[config.mk]
export PLATFORM = sky130hd
export DESIGN_NAME = cbt_top
export DESIGN_NICKNAME = d
export VERILOG_FILES = /design/src/cbt_pkg.sv /design/src/cbt_scheme.sv /design/src/cbt_top.sv
export VERILOG_INCLUDE_DIRS = /design/src
export SDC_FILE = /design/constraint.sdc
export NUM_CORES = 1
export LEC_CHECK = 0
export ABC_AREA = 1
export BUFFER_PORTS_ARGS = -buffer_cell sky130_fd_sc_hd__clkbuf_2
export CAP_MARGIN = 5
export CORE_MARGIN = 8
export CORE_UTILIZATION = 45
export CTS_CLUSTER_SIZE = 30
export DETAILED_ROUTE_END_ITERATION = 12
export PLACE_DENSITY = 0.68
export SLEW_MARGIN = 20
export SYNTH_ARGS = -nofsm -noshare
export SYNTH_HDL_FRONTEND = slang
export SYNTH_SLANG_ARGS = --single-unit
[constraint.sdc]
create_clock -name CLK -period 3.2 [get_ports CLK]
set_input_delay 0.96 -clock CLK [delete_from_list [all_inputs] [get_ports CLK]]
set_output_delay 0.96 -clock CLK [all_outputs]
set_load 0.02 [all_outputs]
[src/cbt_defines.svh]
// Purpose: named constants of the context bank table controller
// Assumes: included by the package and by the bench
// Notes:   offsets are byte addresses on the register bus
`ifndef CBT_DEFINES_SVH
`define CBT_DEFINES_SVH

// table sizing
`define CBT_MAX_BANKS     8'h80
`define CBT_NUM_BANKS     8'h08
`define CBT_NUM_S2ONLY    8'h02
`define CBT_BANK_IW       3
`define CBT_NESTED        1'b1

// global register offsets
`define CBT_OFF_IDR1      32'h0000_0000
`define CBT_OFF_SCR1      32'h0000_0004
`define CBT_OFF_CTRL      32'h0000_0008
`define CBT_OFF_STAT      32'h0000_000c
`define CBT_OFF_IRQ_ST    32'h0000_0010
`define CBT_OFF_IRQ_MASK  32'h0000_0014

// bank table placement and word index inside a bank page
`define CBT_BANK_BASE     32'h0080_0000
`define CBT_BW_ATTR       10'h000
`define CBT_BW_ATTR2      10'h001
`define CBT_BW_SCHEME     10'h002

// field positions
`define CBT_IDR1_PS_BIT   31
`define CBT_IDR1_NEST_BIT 30
`define CBT_CTRL_TRANS    0
`define CBT_CTRL_TLB      1
`define CBT_CTRL_INV      2
`define CBT_CTRL_PS64     3
`define CBT_ATTR_HYPERVISOR_CONTEXT_BIT     8
`define CBT_ATTR2_WIDE    0
`define CBT_ATTR2_MONITOR_CONTEXT_BIT    1

// event bits of the interrupt status register
`define CBT_EV_CFG        0
`define CBT_EV_INVCTX     1
`define CBT_EV_EARLY      2

// bank type codes
`define CBT_TYPE_S2       2'h0
`define CBT_TYPE_S1_BYP   2'h1
`define CBT_TYPE_S1_FLT   2'h2
`define CBT_TYPE_S1_S2    2'h3

// bus responses
`define CBT_RESP_OKAY     2'h0
`define CBT_RESP_SLVERR   2'h2
`define CBT_RESP_DECERR   2'h3

`endif

[src/cbt_pkg.sv]
// Purpose: shared types of the context bank table controller
// Assumes: cbt_defines.svh sits beside this file
// Notes:   all module state travels as one packed struct
`include "cbt_defines.svh"
package cbt_pkg;

    typedef struct packed {
        logic [1:0] btype;
        logic       hypervisor_context_bit;
        logic       wide;
        logic       monitor_context_bit;
    } cbt_bank_t;

    typedef struct packed {
        logic stage2;
        logic table_base_register_pair;
        logic invalid;
    } cbt_scheme_t;

    typedef struct packed {
        logic       glob;
        logic       fault;
        logic       decerr;
        logic [6:0] bank;
        logic [9:0] word;
    } cbt_dec_t;

    typedef struct packed {
        logic       valid;
        logic [6:0] bank;
        logic [6:0] bank2;
        logic       two;
        logic       translate;
        logic       tlb_use;
        logic       table_base_register_pair;
        logic       fault;
        logic       prefetch;
    } cbt_sel_t;

    typedef struct packed {
        logic        aw_full;
        logic [31:0] aw_addr;
        logic        aw_ns;
        logic        w_full;
        logic [31:0] wdata;
        logic [3:0]  wstrb;
        logic        awready;
        logic        wready;
        logic        bvalid;
        logic [1:0]  bresp;
        logic        arready;
        logic        rvalid;
        logic [1:0]  rresp;
        logic [31:0] rdata;
        logic [7:0]  nsalloc;
        logic        trans_en;
        logic        tlb_en;
        logic        page64;
        logic        inv_done;
        logic [2:0]  irq_st;
        logic [2:0]  irq_mask;
        logic        irq;
        cbt_bank_t [`CBT_NUM_BANKS-1:0] banks;
        cbt_sel_t    sel;
    } cbt_state_t;

endpackage

[src/cbt_scheme.sv]
// Purpose: translation scheme of one bank from its attributes
// Assumes: secure means the bank sits above the non-secure allocation
// Notes:   purely combinational, used for the read path and for traffic
`timescale 1ns/1ps
module cbt_scheme
    import cbt_pkg::*;
(
    // bank attributes
    input  wire logic        secure,
    input  wire cbt_bank_t   attr,
    // decoded scheme
    output cbt_scheme_t      scheme
);

    always_comb
    begin
        scheme = '0;
        if (secure)
        begin
            // secure banks only run stage 1 with stage 2 bypass
            scheme.invalid = (attr.btype != `CBT_TYPE_S1_BYP);
            // wide monitor together with hypervisor has no defined meaning
            scheme.invalid = scheme.invalid |
                             (attr.wide & attr.hypervisor_context_bit & attr.monitor_context_bit);
            scheme.table_base_register_pair = ~attr.hypervisor_context_bit &
                               ~(attr.wide & attr.monitor_context_bit);
        end
        else
        begin
            scheme.stage2    = (attr.btype == `CBT_TYPE_S2);
            scheme.table_base_register_pair = ~scheme.stage2 & ~attr.hypervisor_context_bit;
        end
    end

endmodule // cbt_scheme

[src/cbt_top.sv]
// Purpose: context bank table control with an AXI4-Lite register port
// Assumes: AxPROT[1] high marks a non-secure configuration access
// Notes:   the bank table starts at a fixed base, one page per bank
`timescale 1ns/1ps
module cbt_top
    import cbt_pkg::*;
(
    // clock and reset
    input  wire logic        CLK,
    input  wire logic        RST_N,
    // AXI4-Lite write address and data
    input  wire logic        S_AXI_AWVALID,
    output logic             S_AXI_AWREADY,
    input  wire logic [31:0] S_AXI_AWADDR,
    input  wire logic [2:0]  S_AXI_AWPROT,
    input  wire logic        S_AXI_WVALID,
    output logic             S_AXI_WREADY,
    input  wire logic [31:0] S_AXI_WDATA,
    input  wire logic [3:0]  S_AXI_WSTRB,
    // AXI4-Lite write response
    output logic             S_AXI_BVALID,
    input  wire logic        S_AXI_BREADY,
    output logic [1:0]       S_AXI_BRESP,
    // AXI4-Lite read
    input  wire logic        S_AXI_ARVALID,
    output logic             S_AXI_ARREADY,
    input  wire logic [31:0] S_AXI_ARADDR,
    input  wire logic [2:0]  S_AXI_ARPROT,
    output logic             S_AXI_RVALID,
    input  wire logic        S_AXI_RREADY,
    output logic [31:0]      S_AXI_RDATA,
    output logic [1:0]       S_AXI_RRESP,
    // bank selection from upstream traffic
    input  wire logic        TXN_VALID,
    input  wire logic [6:0]  TXN_BANK,
    input  wire logic        TXN_TWO_STAGE,
    input  wire logic [6:0]  TXN_BANK2,
    // selection result
    output logic             SEL_VALID,
    output logic [6:0]       SEL_BANK,
    output logic [6:0]       SEL_BANK2,
    output logic             SEL_TWO,
    output logic             SEL_TRANSLATE,
    output logic             SEL_TLB_USE,
    output logic             SEL_TABLE_BASE_REGISTER_PAIR,
    output logic             SEL_FAULT,
    output logic             PREFETCH_EN,
    // interrupt
    output logic             IRQ
);

    function automatic cbt_state_t rst_state();
        cbt_state_t s;
        s = '0;
        // every bank starts non-secure
        s.nsalloc = `CBT_NUM_BANKS;
        return s;
    endfunction

    localparam cbt_state_t ST_RST = rst_state();

    // global window below the table, bank pages above it
    function automatic cbt_dec_t decode(
        input logic [31:0] addr,
        input logic        ns,
        input logic [7:0]  nsalloc,
        input logic        page64
    );
        cbt_dec_t   d;
        logic [31:0] rel;
        d   = '0;
        rel = addr - `CBT_BANK_BASE;
        if (addr < `CBT_BANK_BASE)
        begin
            d.glob   = 1'b1;
            d.word   = addr[11:2];
            d.decerr = (addr > `CBT_OFF_IRQ_MASK);
        end
        else if (page64)
        begin
            d.bank   = rel[22:16];
            d.word   = {4'h0, rel[15:10]} == 10'h000 ?
                       rel[11:2] : 10'h3ff;
            d.decerr = (rel[31:23] != 9'h000);
        end
        else
        begin
            d.bank   = rel[18:12];
            d.word   = rel[11:2];
            d.decerr = (rel[31:19] != 13'h0000);
        end
        if (!d.glob && !d.decerr)
        begin
            // unimplemented banks and secure banks seen from non-secure
            d.fault = ({1'b0, d.bank} >= `CBT_NUM_BANKS) ||
                      (ns && ({1'b0, d.bank} >= nsalloc));
        end
        return d;
    endfunction

    cbt_state_t            st_r;
    cbt_state_t            st_nxt;
    cbt_dec_t              wd;
    cbt_dec_t              rd;
    cbt_scheme_t           rd_sch;
    cbt_scheme_t           tx_sch;
    logic [`CBT_BANK_IW-1:0] rd_idx;
    logic [`CBT_BANK_IW-1:0] wr_idx;
    logic [`CBT_BANK_IW-1:0] tx_idx;
    logic                  rd_sec;
    logic                  tx_sec;

    assign rd_idx = rd.bank[`CBT_BANK_IW-1:0];
    assign wr_idx = wd.bank[`CBT_BANK_IW-1:0];
    assign tx_idx = TXN_BANK[`CBT_BANK_IW-1:0];
    assign rd_sec = ({1'b0, rd.bank} >= st_r.nsalloc);
    assign tx_sec = ({1'b0, TXN_BANK} >= st_r.nsalloc);
    assign wd = decode(st_r.aw_addr, st_r.aw_ns, st_r.nsalloc, st_r.page64);
    assign rd = decode(S_AXI_ARADDR, S_AXI_ARPROT[1], st_r.nsalloc,
                       st_r.page64);

    cbt_scheme u_rd_scheme
    (
        .secure (rd_sec),
        .attr   (st_r.banks[rd_idx]),
        .scheme (rd_sch)
    );

    cbt_scheme u_tx_scheme
    (
        .secure (tx_sec),
        .attr   (st_r.banks[tx_idx]),
        .scheme (tx_sch)
    );

    always_comb
    begin
        logic [2:0]  ev;
        logic [7:0]  alloc;
        logic        bank_wr;
        logic [31:0] rv;
        ev      = '0;
        alloc   = '0;
        bank_wr = 1'b0;
        rv      = '0;
        st_nxt  = st_r;

        // write channels are taken independently, in either order
        if (S_AXI_AWVALID && st_r.awready)
        begin
            st_nxt.aw_full = 1'b1;
            st_nxt.aw_addr = S_AXI_AWADDR;
            st_nxt.aw_ns   = S_AXI_AWPROT[1];
        end
        if (S_AXI_WVALID && st_r.wready)
        begin
            st_nxt.w_full = 1'b1;
            st_nxt.wdata  = S_AXI_WDATA;
            st_nxt.wstrb  = S_AXI_WSTRB;
        end
        if (st_r.bvalid && S_AXI_BREADY)
            st_nxt.bvalid = 1'b0;

        if (st_r.aw_full && st_r.w_full && !st_r.bvalid)
        begin
            st_nxt.aw_full = 1'b0;
            st_nxt.w_full  = 1'b0;
            st_nxt.bvalid  = 1'b1;
            st_nxt.bresp   = `CBT_RESP_OKAY;
            if (wd.decerr)
                st_nxt.bresp = `CBT_RESP_DECERR;
            else if (wd.fault)
            begin
                st_nxt.bresp = `CBT_RESP_SLVERR;
                ev[`CBT_EV_CFG] = 1'b1;
            end
            else if (wd.glob)
            begin
                unique case (32'({wd.word, 2'b00}))
                    `CBT_OFF_SCR1:
                    begin
                        // non-secure writes to the allocation are ignored
                        if (!st_r.aw_ns && st_r.wstrb[0])
                        begin
                            alloc = st_r.wdata[7:0];
                            if (alloc > `CBT_NUM_BANKS)
                                alloc = `CBT_NUM_BANKS;
                            if (alloc < `CBT_NUM_S2ONLY)
                                alloc = `CBT_NUM_S2ONLY;
                            for (int i = 0; i < `CBT_NUM_BANKS; i++)
                            begin
                                // banks that flip security lose wide select
                                if ((8'(i) >= alloc) !=
                                    (8'(i) >= st_r.nsalloc))
                                    st_nxt.banks[i].wide = 1'b0;
                            end
                            st_nxt.nsalloc = alloc;
                        end
                    end
                    `CBT_OFF_CTRL:
                    begin
                        if (st_r.wstrb[0])
                        begin
                            st_nxt.trans_en = st_r.wdata[`CBT_CTRL_TRANS];
                            st_nxt.tlb_en   = st_r.wdata[`CBT_CTRL_TLB];
                            st_nxt.page64   = st_r.wdata[`CBT_CTRL_PS64];
                            if (st_r.wdata[`CBT_CTRL_INV])
                                st_nxt.inv_done = 1'b1;
                            // enabling a TLB that was never invalidated
                            if (st_nxt.tlb_en && !st_r.tlb_en &&
                                !st_nxt.inv_done)
                                ev[`CBT_EV_EARLY] = 1'b1;
                        end
                    end
                    `CBT_OFF_IRQ_ST:
                    begin
                        if (st_r.wstrb[0])
                            st_nxt.irq_st = st_r.irq_st & ~st_r.wdata[2:0];
                    end
                    `CBT_OFF_IRQ_MASK:
                    begin
                        if (st_r.wstrb[0])
                            st_nxt.irq_mask = st_r.wdata[2:0];
                    end
                    default:
                    begin
                    end
                endcase
            end
            else
            begin
                bank_wr = 1'b1;
                if (wd.word == `CBT_BW_ATTR)
                begin
                    // stage 2 only banks keep their fixed format
                    if (st_r.wstrb[0] &&
                        {1'b0, wd.bank} >= `CBT_NUM_S2ONLY)
                        st_nxt.banks[wr_idx].btype = st_r.wdata[1:0];
                    if (st_r.wstrb[1])
                        st_nxt.banks[wr_idx].hypervisor_context_bit =
                            st_r.wdata[`CBT_ATTR_HYPERVISOR_CONTEXT_BIT];
                end
                else if (wd.word == `CBT_BW_ATTR2 && st_r.wstrb[0])
                begin
                    st_nxt.banks[wr_idx].wide = st_r.wdata[`CBT_ATTR2_WIDE];
                    st_nxt.banks[wr_idx].monitor_context_bit = st_r.wdata[`CBT_ATTR2_MONITOR_CONTEXT_BIT];
                end
            end
        end
        st_nxt.awready = ~st_nxt.aw_full & ~st_nxt.bvalid;
        st_nxt.wready  = ~st_nxt.w_full & ~st_nxt.bvalid;

        // read: one outstanding, answered on the cycle after the address
        if (st_r.rvalid && S_AXI_RREADY)
            st_nxt.rvalid = 1'b0;
        if (S_AXI_ARVALID && st_r.arready)
        begin
            st_nxt.rvalid = 1'b1;
            st_nxt.rresp  = `CBT_RESP_OKAY;
            if (rd.decerr)
                st_nxt.rresp = `CBT_RESP_DECERR;
            else if (rd.fault)
            begin
                st_nxt.rresp = `CBT_RESP_SLVERR;
                ev[`CBT_EV_CFG] = 1'b1;
            end
            else if (rd.glob)
            begin
                unique case (32'({rd.word, 2'b00}))
                    `CBT_OFF_IDR1:
                    begin
                        rv[`CBT_IDR1_PS_BIT]   = st_r.page64;
                        rv[`CBT_IDR1_NEST_BIT] = `CBT_NESTED;
                        rv[23:16] = `CBT_NUM_S2ONLY;
                        // non-secure sees only its own share
                        rv[7:0] = S_AXI_ARPROT[1] ? st_r.nsalloc :
                                  `CBT_NUM_BANKS;
                    end
                    `CBT_OFF_SCR1:
                        rv[7:0] = S_AXI_ARPROT[1] ? 8'h00 : st_r.nsalloc;
                    `CBT_OFF_CTRL:
                    begin
                        rv[`CBT_CTRL_TRANS] = st_r.trans_en;
                        rv[`CBT_CTRL_TLB]   = st_r.tlb_en;
                        rv[`CBT_CTRL_PS64]  = st_r.page64;
                    end
                    `CBT_OFF_STAT:
                        rv[1:0] = {st_r.tlb_en & st_r.inv_done,
                                   st_r.inv_done};
                    `CBT_OFF_IRQ_ST:
                        rv[2:0] = st_r.irq_st;
                    `CBT_OFF_IRQ_MASK:
                        rv[2:0] = st_r.irq_mask;
                    default:
                    begin
                    end
                endcase
            end
            else if (rd.word == `CBT_BW_ATTR)
            begin
                rv[1:0] = st_r.banks[rd_idx].btype;
                rv[`CBT_ATTR_HYPERVISOR_CONTEXT_BIT] = st_r.banks[rd_idx].hypervisor_context_bit;
            end
            else if (rd.word == `CBT_BW_ATTR2)
            begin
                rv[`CBT_ATTR2_WIDE] = st_r.banks[rd_idx].wide;
                rv[`CBT_ATTR2_MONITOR_CONTEXT_BIT] = st_r.banks[rd_idx].monitor_context_bit;
            end
            else if (rd.word == `CBT_BW_SCHEME)
                rv[3:0] = {rd_sec, rd_sch};
            st_nxt.rdata = rv;
        end
        st_nxt.arready = ~st_nxt.rvalid;

        // bank selection for upstream traffic, one result per request
        st_nxt.sel = '0;
        if (TXN_VALID)
        begin
            st_nxt.sel.valid = 1'b1;
            st_nxt.sel.bank  = TXN_BANK;
            // a second bank only exists with nested support
            st_nxt.sel.two   = TXN_TWO_STAGE & `CBT_NESTED;
            st_nxt.sel.bank2 = st_nxt.sel.two ? TXN_BANK2 : 7'h00;
            st_nxt.sel.fault = ({1'b0, TXN_BANK} >= `CBT_NUM_BANKS) |
                               tx_sch.invalid;
            ev[`CBT_EV_INVCTX] = st_nxt.sel.fault;
            st_nxt.sel.translate = st_r.trans_en & ~st_nxt.sel.fault;
            // stale TLB content never counts before invalidation
            st_nxt.sel.tlb_use = st_nxt.sel.translate & st_r.tlb_en &
                                 st_r.inv_done;
            st_nxt.sel.table_base_register_pair = tx_sch.table_base_register_pair;
            // hold off prefetch while the bank is being reconfigured
            st_nxt.sel.prefetch = st_nxt.sel.tlb_use &
                ~(bank_wr && wd.bank == TXN_BANK);
        end

        // a new event beats a clear in the same cycle
        st_nxt.irq_st = st_nxt.irq_st | ev;
        st_nxt.irq    = |(st_nxt.irq_st & st_nxt.irq_mask);
    end

    always_ff @(posedge CLK or negedge RST_N)
    begin
        if (!RST_N)
            st_r <= ST_RST;
        else
            st_r <= st_nxt;
    end

    assign S_AXI_AWREADY = st_r.awready;
    assign S_AXI_WREADY  = st_r.wready;
    assign S_AXI_BVALID  = st_r.bvalid;
    assign S_AXI_BRESP   = st_r.bresp;
    assign S_AXI_ARREADY = st_r.arready;
    assign S_AXI_RVALID  = st_r.rvalid;
    assign S_AXI_RDATA   = st_r.rdata;
    assign S_AXI_RRESP   = st_r.rresp;
    assign SEL_VALID     = st_r.sel.valid;
    assign SEL_BANK      = st_r.sel.bank;
    assign SEL_BANK2     = st_r.sel.bank2;
    assign SEL_TWO       = st_r.sel.two;
    assign SEL_TRANSLATE = st_r.sel.translate;
    assign SEL_TLB_USE   = st_r.sel.tlb_use;
    assign SEL_TABLE_BASE_REGISTER_PAIR = st_r.sel.table_base_register_pair;
    assign SEL_FAULT     = st_r.sel.fault;
    assign PREFETCH_EN   = st_r.sel.prefetch;
    assign IRQ           = st_r.irq;

endmodule // cbt_top

Word-level counts from Yosys, hierarchy flattened
Cells that the tools add are included.
{"block": "totals", "input_bits": 129, "ff_bits": 179}
{"block": "classes", "magnitude_cmp": 33, "n_bitwise": 39, "n_eq_ne": 30, "add_sub_neg": 2, "n_mux": 162, "n_reduce_logical": 52}
{"op": "2-to-1 mux 40 bit", "n": 9}
{"op": "bitwise mux 40 bit", "n": 4}
{"op": "2-to-1 mux 8 bit", "n": 16}
{"op": "2-to-1 mux 1 bit", "n": 75}
{"op": "greater-or-equal comparator 3 x 8 -> 1 bit, first input constant", "n": 8}
{"op": "greater-than comparator 32 x 5 -> 1 bit, second input constant", "n": 2}
{"op": "< comparator 32 x 24 -> 1 bit, second input constant", "n": 2}
{"op": "subtractor 32 x 24 -> 32 bit, second input constant", "n": 2}
{"op": "demux 5 bit (select 3 bit)", "n": 4}
{"op": "AND reduction 7 bit", "n": 8}
{"op": "equality test 10 x 3 -> 1 bit, second input constant", "n": 4}
{"op": "2-to-1 mux 10 bit", "n": 4}
{"op": "2-to-1 mux 37 bit", "n": 1}
{"op": "2-to-1 mux 18 bit", "n": 2}
{"op": "2-to-1 mux 35 bit", "n": 1}
{"op": "2-to-1 mux 2 bit", "n": 17}
{"op": "2-to-1 mux 34 bit", "n": 1}
{"op": "greater-or-equal comparator 1 x 8 -> 1 bit, first input constant", "n": 4}
{"op": "greater-or-equal comparator 2 x 8 -> 1 bit, first input constant", "n": 4}
{"op": "binary-select mux 5 bit (select 3 bit)", "n": 2}
{"op": "equality test 10 x 2 -> 1 bit, second input constant", "n": 3}
{"op": "nonzero test 13 bit", "n": 2}
{"op": "greater-or-equal comparator 7 x 8 -> 1 bit", "n": 3}
{"op": "2-to-1 mux 6 bit", "n": 4}
{"op": "38 further kinds", "n": 136}

Longest topological paths before layout
Gate-level depths: netlist of run 1.
{"block": "depth", "word_depth": 26, "mapped_depth": 28, "ltp_nobuf": 26}

Cells and area by module
Synthesis of run 1 repeated with hierarchy kept, for this count alone.
{"block": "unflattened", "hier_cells": 1239, "area_unflattened_um2": 8874.8}
{"module": "cbt_top", "seq_area_each_um2": 3654.8, "cells_each": 1221, "area_each_um2": 8784.7, "n_inst": 1}
{"module": "cbt_scheme", "seq_area_each_um2": 0.0, "cells_each": 9, "area_each_um2": 45.0, "n_inst": 2}

Worst setup path after synthesis of run 1
Ideal clock, no wire load.
{"block": "synth_timing", "path_type": "input to register", "from": "in S_AXI_ARADDR[26]", "to": "reg st_r, in the netlist S_AXI_RDATA[0]", "arrival_time_ns": 3.228, "setup_time_ns": 0.066, "path_stages": 22, "n_path_buf": 2, "setup_slack_ns": -0.094, "path_cell_list": "nor2_1 -> nand2_1 -> nor2_1 -> nand2_1 -> buf_2 -> nand2_1 -> inv_1 -> buf_2 -> ha_1 -> a21oi_1 -> o21ai_0 -> nand2_1 -> nand3_1 -> inv_1 -> o21ai_0 -> o21ai_1 -> nand3_1 -> inv_1 -> nand2_1 -> inv_1 -> nand2_1 -> nand2_1"}
{"block": "synth_between", "elab_chain_cells": 14, "elab_cells_between_ends": 38, "cone_classes": "add/sub (1); order compare (4); eq/ne (6); mux (16); bitwise (3); reduce/logical (8)"}
{"element": "start: declaration", "line_no": "cbt_top.sv:27", "rtl": "input wire logic [31:0] S_AXI_ARADDR,"}
{"element": "< comparator 32 x 24 -> 1 bit (no line)"}
{"element": "2-to-1 mux 7 bit", "line_no": "cbt_top.sv:73", "rtl": "if (addr < `CBT_BANK_BASE)"}
{"element": "binary-select mux 5 bit (select 3 bit)", "line_no": "cbt_top.sv:125, cbt_top.sv:301, cbt_top.sv:306"}
{"element": "2-to-1 mux 5 bit"}
{"element": "bitwise AND 1 bit (2 in a row)", "line_no": "cbt_scheme.sv:24", "rtl": "(attr.wide & attr.hypervisor_context_bit & attr.monitor_context_bit);"}
{"element": "bitwise OR 1 bit", "line_no": "cbt_scheme.sv:23", "rtl": "scheme.invalid = scheme.invalid |"}
{"element": "2-to-1 mux 1 bit", "line_no": "cbt_scheme.sv:18", "rtl": "if (secure)"}
{"element": "2-to-1 mux 4 bit", "line_no": "cbt_top.sv:309", "rtl": "else if (rd.word == `CBT_BW_SCHEME)"}
{"element": "2-to-1 mux 2 bit", "line_no": "cbt_top.sv:304", "rtl": "else if (rd.word == `CBT_BW_ATTR2)"}
{"element": "2-to-1 mux 2 bit", "line_no": "cbt_top.sv:299", "rtl": "else if (rd.word == `CBT_BW_ATTR)"}
{"element": "2-to-1 mux 4 bit", "line_no": "cbt_top.sv:267", "rtl": "else if (rd.glob)"}
{"element": "2-to-1 mux 9 bit", "line_no": "cbt_top.sv:262", "rtl": "else if (rd.fault)"}
{"element": "2-to-1 mux 9 bit *", "line_no": "cbt_top.sv:260", "rtl": "if (rd.decerr)"}
{"element": "end signal: assignment", "line_no": "cbt_top.sv:347", "rtl": "st_r <= st_nxt;"}
{"element": "end: declaration", "line_no": "cbt_top.sv:101", "rtl": "cbt_state_t st_r;"}
Every way passes the cells marked *; elsewhere a longest branch is shown, timed or not. The select of a mux whose other input is x is not followed.
A chain may end at the register's enable or synchronous reset.

Final worst setup path of run 1
{"block": "layout_timing", "from": "in S_AXI_ARADDR[24]", "to": "reg st_r, in the netlist S_AXI_RDATA[0]"}
Same word-level chain as after synthesis.

==> results of run 1 <==
==> cell families (layout without fill, tap and decap cells) <==
group / after synthesis / in the layout
flops: 146 / 146
simple gates: 609 / 609
buf+inv: 227 / 363
other cells: 1 / 20
xor+xnor: 9 / 9
compound gates: 189 / 189
fa+ha+maj: 19 / 19
==> worst register-to-register path: stages, from the launching register on <==
cell and delay (ns):
dfrtp_1 0.50, buf_4 0.25, o21ai_0 0.40, nand2_4 0.08, inv_1 0.09, ha_1 0.24
a21oi_1 0.16, o21ai_0 0.09, nand2_1 0.06, nand3_1 0.09, inv_1 0.09, o21ai_0 0.09
o21ai_2 0.23, nand3_1 0.15, inv_2 0.11, nand2_1 0.06, inv_1 0.05, nand2_1 0.05
nand2_1 0.05
==> what timing repair did <==
action	CTS	global route
hold buffers	0	0
endpoints found under the setup margin	0	43
gates resized for setup	0	9
endpoints found under the hold margin	0	0
setup buffers	0	5
==> final timing paths <==
| path | endpoint | slack [ns] |
|---|---|---|
| setup reg to reg | S_AXI_RDATA[0] | 0.30 |
| min in group asynchronous | st_r[186] | 0.46 |
| setup / recovery | S_AXI_RDATA[0] | 0.24 |
| max in group asynchronous | st_r[75] | 2.05 |
| hold reg to reg | st_r[30] | 0.38 |
| hold / removal | st_r[30] | 0.38 |
==> report_power, final <==
part	total (W)	switching (W)	internal (W)	leakage, nW
clock network	0.00196	0.000794	0.00116	0.271
registers	0.00241	0.000244	0.00216	1.91
logic	0.00185	0.00126	0.000597	3.21
total	0.00622	0.00229	0.00392	5.39
==> sequential cells by signal, indices dropped and copies added, names as in the netlist <==
signal,count
st_r,104
S_AXI_RDATA,11
SEL_BANK2,7
SEL_BANK,7
S_AXI_BRESP,2
S_AXI_RRESP,2
IRQ,1
PREFETCH_EN,1
SEL_FAULT,1
SEL_TABLE_BASE_REGISTER_PAIR,1
SEL_TLB_USE,1
SEL_TRANSLATE,1
SEL_TWO,1
SEL_VALID,1
S_AXI_ARREADY,1
S_AXI_AWREADY,1
S_AXI_BVALID,1
S_AXI_RVALID,1
S_AXI_WREADY,1
==> Yosys cell counts (9+ instances only) <==
cell and number:
buf_2 9, dfrtp_1 145, nand3_1 69, nor2_2 10, a21oi_1 51, nor2_1 131, inv_1 123, o21ai_0 74
buf_4 55, o211ai_1 18, nor3_1 22, ha_1 19, clkbuf_1 20, inv_2 12, nand2_1 329, nand4_1 13
o21ai_1 21
==> per-layer routing <==
| metal | vias up | part of all wire | wire length, um |
|---|---|---|---|
| met5 | - | 0 | 0 |
| met4 | 0 | 0.023 | 561 |
| met3 | 43 | 0.069 | 1690 |
| met2 | 267 | 0.46 | 11300 |
| met1 | 3789 | 0.45 | 11200 |
| li1 | 4095 | - | - |
==> metrics by stage <==
stage / instances / cell area [um^2] / util / setup TNS [ns]
3_5_place_dp: 1583 / 9760 / 0.505 / -1.07
5_1_grt: 1620 / 10400 / 0.538 / -0.0137
2_1_floorplan: 1219 / 8910 / - / 0
4_1_cts: 1615 / 10300 / 0.534 / 0
6_report: 1620 / 10400 / 0.538 / 0
3_3_place_gp: 1583 / 9760 / 0.505 / -0.701
==> area by class of cell <==
type | instances | area (um^2) | share of cell area
Tap cell | 265 | 332 | 0.0319
Sequential cell | 146 | 3650 | 0.352
Timing Repair Buffer | 191 | 1120 | 0.108
Clock inverter | 13 | 135 | 0.0130
Multi-Input combinational cell | 846 | 4180 | 0.402
Clock buffer | 19 | 443 | 0.0426
Inverter | 140 | 533 | 0.0513
==> flow_summary.toml, run 1 <==
[global_route]
overflow = 0
grt_max_degree = 56
grt_pass1_wl_mm = 40.6
grt_pass1_vias = 8208
globalRouteMet2Util = 0.334
grt_use_met3 = 0.0499
use_met1 = 0.272
busiest_layer = "met2"
antenna_found_initial = 0
track_usage = 0.209

[setup_path]
crit_fanout = 4
cp_cell_sequence = "clkbuf_2 -> nor2_1 -> nand2_1 -> nor2_2 -> nand2_1 -> buf_4 -> nand2_4 -> inv_1 -> ha_1 -> a21oi_1 -> o21ai_0 -> nand2_1 -> nand3_1 -> inv_1 -> o21ai_0 -> o21ai_2 -> nand3_1 -> inv_2 -> nand2_1 -> inv_1 -> nand2_1 -> nand2_1"
worstSetupPathType = "in2reg"
crit_required_ns = 3.56
cp-end-kind = "flip-flop"
slowest_stage = "ha_1"
r2r_start = "st_r[69]"
cp-startpoint = "S_AXI_ARADDR[24]"
ff2ff_path_depth = 18
startpoint_type = "primary input"
cp.depth = 22
cp_top_family = "simple AND/OR/NAND/NOR gates"
crit_path_max_incr_delay_ns = 0.29
worstPathArrival_ns = 3.32
crit_top_cell = "nand2_1"
cp_num_buf_inv = 6

[logic_synthesis]
synth_top_area_share = 0.411
yosys.area_share.simple = 0.305
ys_seq_area_frac = 0.414
avgSynthCellArea_um2 = 7.35
synth_compound_area_frac = 0.122
synth.area.mux_share = 0
synth_area_um2 = 8830
synthCells = 1200
synthFlopType = "dfrtp_1"
synth-seq-cells = 146
synthAdderAreaFrac = 0.0269
synthArstFlopShare = 1.00
ys_warn_count = 0
synth_xor_area_frac = 0.00893
yosysTopAreaCell = "dfrtp_1"
synth_area_leaders = "dfrtp_1 (41%), nand2_1 (14%), nor2_1 (5.6%), inv_1 (5.2%), buf_4 (4.7%)"
synth_edf_count = 0
synth_top_family_by_area = "simple AND/OR/NAND/NOR gates"
yosysUniqueCellTypes = 52

[place]
dp_slack_ns = -0.222
place_congestion = 0.923
port-buffer-count = 142
dpl.hpwl_mm = 19.0

[clock_network]
insertion_delay_ns = 0.42
clk_pin_slew_ns = 0.06
cts_tree = "built"
clock-sinks = 146
h-tree-depth = 4
cts_root_buffer = "clkbuf_16"
cts_buffers = 17
clockBufferDepth = 2

[pwr]
cellLeakagePower_nw = 5.39
power_w = 0.00622
power-per-cell-area_nw_per_um2 = 598
ir_worst_vdd_mv = 0.434

[layout]
drive_gt1_frac = 0.205
layout_commonest_cell = "nand2_1"
num-nets-final = 1490
fillCellCount = 1923
syn2layout_area_growth_pct = 17.7
final_cell_mix = "nand2_1 (328), dfrtp_1 (145), clkbuf_2 (141), nor2_1 (130), inv_1 (120)"
n_antenna_cell = 0

[flow_run]
cap_violations = 0

[worst_hold_path]
hold_class = "reg2reg"
hold_start = "st_r[30]"
hold_path_depth = 0

[route]
drcViolationCount = 0
routed_wl_mm = 24.7
ant_nets = 0
firstDrtPassIters = 5
wire_per_inst_um = 15.2
drtIter0Drc = 530
dr_total_vias = 8194
via_per_inst = 5.06

[outcome]
outcome = "complete, no violations"

[timing]
finalWorstSetupSlack_ns = 0.236
skew_ns = 0.0103
max_clock_freq_mhz = 337
setup_viol = 0
hold_viol_final = 0
tightest_slew_ns = 0.735
relSlewSlack = 0.505
post-route-period-util = 0.926
slew_viol_final = 0
min_period_ns = 2.96
holdWs_ns = 0.377

[die]
initial_core_util = 0.456
core_area_um2 = 19300
die_x_um = 156
fp.dieArea_um2 = 24400
die_height_um = 156
placementRows = 51
io_pins = 192
(Power assumes the default switching activity.)
==> run 2: changes to the inputs <==
--- a/config.mk
+++ b/config.mk
@@ -6,7 +6,6 @@
 export SDC_FILE = /design/constraint.sdc
 export NUM_CORES = 1
 export LEC_CHECK = 0
-export ABC_AREA = 1
 export BUFFER_PORTS_ARGS = -buffer_cell sky130_fd_sc_hd__clkbuf_2
 export CAP_MARGIN = 5
 export CORE_MARGIN = 8
@@ -14,6 +13,7 @@
 export CTS_CLUSTER_SIZE = 30
 export DETAILED_ROUTE_END_ITERATION = 12
 export PLACE_DENSITY = 0.68
+export RECOVER_POWER = 100
 export SLEW_MARGIN = 20
 export SYNTH_ARGS = -nofsm -noshare
 export SYNTH_HDL_FRONTEND = slang
==> run 2 against run 1 <==
Net effect:
- the flow now finishes with violations (capacitance limit, slew limit, setup timing)
- clock-buffer cell count rose by 3
- die area fell by 2.7%
- register-to-register slack got worse by 0.63 ns
- highest routed layer unchanged
- power rose by 1.6%
==> flow_summary.toml, run 2 <==
[logic_synthesis]
ys_seq_area_frac = 0.427
synth_compound_area_frac = 0.133
synthFlopType = "dfrtp_1"
synth_top_area_share = 0.424
yosysUniqueCellTypes = 75
synthAdderAreaFrac = 0.0278
synth_xor_area_frac = 0.0133
ys_warn_count = 0
yosys.area_share.simple = 0.164
synth_edf_count = 0
synth_area_leaders = "dfrtp_1 (42%), mux2_2 (11%), buf_4 (4.5%), mux2i_1 (3.0%), ha_1 (2.8%)"
synth-seq-cells = 146
synth_top_family_by_area = "simple AND/OR/NAND/NOR gates"
synth_area_um2 = 8560
yosysTopAreaCell = "dfrtp_1"
synthArstFlopShare = 1.00
avgSynthCellArea_um2 = 10.3
synth.area.mux_share = 0.162
yosys.cell_count.top_type = "dfrtp_1"
synth_common_cells = "dfrtp_1 (145), mux2_2 (83), nand2_1 (62)"
synthCells = 829

[global_route]
track_usage = 0.204
grt_pass1_vias = 7269
grt_max_degree = 63
overflow = 0
antenna_found_initial = 0
grt_pass1_wl_mm = 38.4

[pwr]
power-per-cell-area_nw_per_um2 = 604
ir_worst_vdd_mv = 0.482
cellLeakagePower_nw = 4.65
power_w = 0.00632

[timing]
tns_ns = -9.09
finalWorstSetupSlack_ns = -0.335
hold_viol_final = 0
max_clock_freq_mhz = 283
setup_viol = 37
grt_setup_unrepaired = "yes"
min_period_ns = 3.53
relSlewSlack = -0.146
slew_viol_final = 97
tightest_slew_ns = 1.72
skew_ns = 0.00662
post-route-period-util = 1.10

[outcome]
outcome = "complete, but fails checks"
violations = "capacitance limit, slew limit, setup timing"

[clock_network]
cts_root_buffer = "clkbuf_16"
cts_tree = "built"
clockBufferDepth = 2
cts_buffers = 17
h-tree-depth = 4
insertion_delay_ns = 0.43
clock-sinks = 146
ctsHoldBuffers = 0
clk_pin_slew_ns = 0.06

[route]
drtIter0Drc = 471
via_per_inst = 5.74
dr_total_vias = 7187
ant_nets = 0
drcViolationCount = 0
routed_wl_mm = 24.0
wire_per_inst_um = 19.2
firstDrtPassIters = 5

[die]
die_height_um = 154
io_pins = 192
core_area_um2 = 18700
initial_core_util = 0.458
placementRows = 50
fp.dieArea_um2 = 23700
die_x_um = 154

[place]
dp_slack_ns = -0.449
dpl.hpwl_mm = 18.4
port-buffer-count = 142
place_congestion = 0.896

[setup_path]
crit_fanout = 12
startpoint_type = "flip-flop"
worstPathArrival_ns = 3.85
cp_cell_sequence = "or4_4 -> or3_4 -> nand2_4 -> ha_4 -> nand2b_4 -> o21ai_2 -> nand3_1 -> a31oi_1 -> o221ai_2 -> a311oi_4 -> buf_12 -> nand4_1 -> mux2_2"
slowest_stage = "or4_4"
reg2reg_slack_ns = -0.33
crit_path_max_incr_delay_ns = 0.57
worstSetupPathType = "reg2reg"
cp-end-kind = "flip-flop"
crit_required_ns = 3.51

[worst_hold_path]
hold_class = "reg2reg"

[layout]
layout_commonest_cell = "dfrtp_1"
top_register = "st_r"
drive_gt1_frac = 0.344
num-nets-final = 1153
final_cell_mix = "dfrtp_1 (145), clkbuf_2 (97), mux2_2 (76), buf_4 (69), nand2_1 (59)"
n_antenna_cell = 0
syn2layout_area_growth_pct = 22.1
largest_register_ffs = 104
fillCellCount = 1672

[flow_run]
cap_violations = 2
## run 2: cell count changes after synthesis, moves of 26 or more
cell	change
inv_1	-103
o21ai_0	-34
mux2_2	+83
nand3_1	-44
nor2_1	-86
nand2_1	-267
mux2i_1	+26
## run 2: through the flow
stage	instances	instance area, um^2	utilization	hold slack [ns]
after floorplan	848	8770	-	0.432
after global placement	1210	9800	0.524	0.395
after detailed placement	1210	9800	0.524	0.394
after CTS	1251	10500	0.561	0.407
after global routing	1252	10500	0.559	0.411
final	1252	10500	0.559	0.403
## run 2: per-layer routing
| layer | up-vias | share of wire | routed length, um | track usage |
|---|---|---|---|---|
| met3 | 56 | 0.098 | 2360 | 0.0670 |
| li1 | 3345 | - | - | - |
| met1 | 3472 | 0.44 | 10500 | 0.260 |
| met4 | 0 | 0.033 | 799 | 0.0966 |
| met2 | 314 | 0.43 | 10400 | 0.308 |
| met5 | - | 0 | 0 | 0 |
## run 2: repair_timing
action,in CTS,in global routing
buffers inserted,9,4
resized for setup,18,21
setup endpoints to repair,37,47
pin swaps,15,10
cloned,1,0
## run 2: worst max-delay path, delay by kind of cell, from the launching register on
family | cells | cell delay [ns]
flops | 1 | 0.38
simple gates | 6 | 1.49
mux | 1 | 0.32
fa+ha+maj | 1 | 0.19
buf+inv | 1 | 0.18
compound gates | 4 | 0.86
## run 2: cell families (layout without fill, tap and decap cells)
group	Yosys count	count (layout)
xor+xnor	13	13
buf+inv	107	277
mux	119	119
flops	146	146
other cells	1	20
fa+ha+maj	19	19
simple gates	260	260
compound gates	164	164
## run 2: cell type report
class / instances / area [um^2] / area share
Clock buffer: 22 / 454 / 0.0435
Inverter: 20 / 75.1 / 0.00718
Clock inverter: 10 / 113 / 0.0108
Multi-Input combinational cell: 595 / 4580 / 0.438
Sequential cell: 146 / 3650 / 0.350
Timing Repair Buffer: 225 / 1280 / 0.122
Tap cell: 234 / 293 / 0.0280
## run 2: power breakdown
part | switching, W | internal (W) | total (W)
clock | 0.000790 | 0.00116 | 0.00195
combinational | 0.000975 | 0.000821 | 0.00180
sequential | 0.000387 | 0.00218 | 0.00257
## run 2: path summary, 6_finish.rpt
| check | start | endpoint | cells past startpoint |
|---|---|---|---|
| max in group asynchronous | RST_N | st_r[67] | 2 |
| worst max-delay path | st_r[190] | st_r[40] | 13 |
| worst min-delay path | st_r[29] | st_r[29] | 0 |
| min in group asynchronous | RST_N | SEL_TWO | 1 |
| worst min register to register | st_r[29] | st_r[29] | 0 |
| worst max register to register | st_r[190] | st_r[40] | 13 |
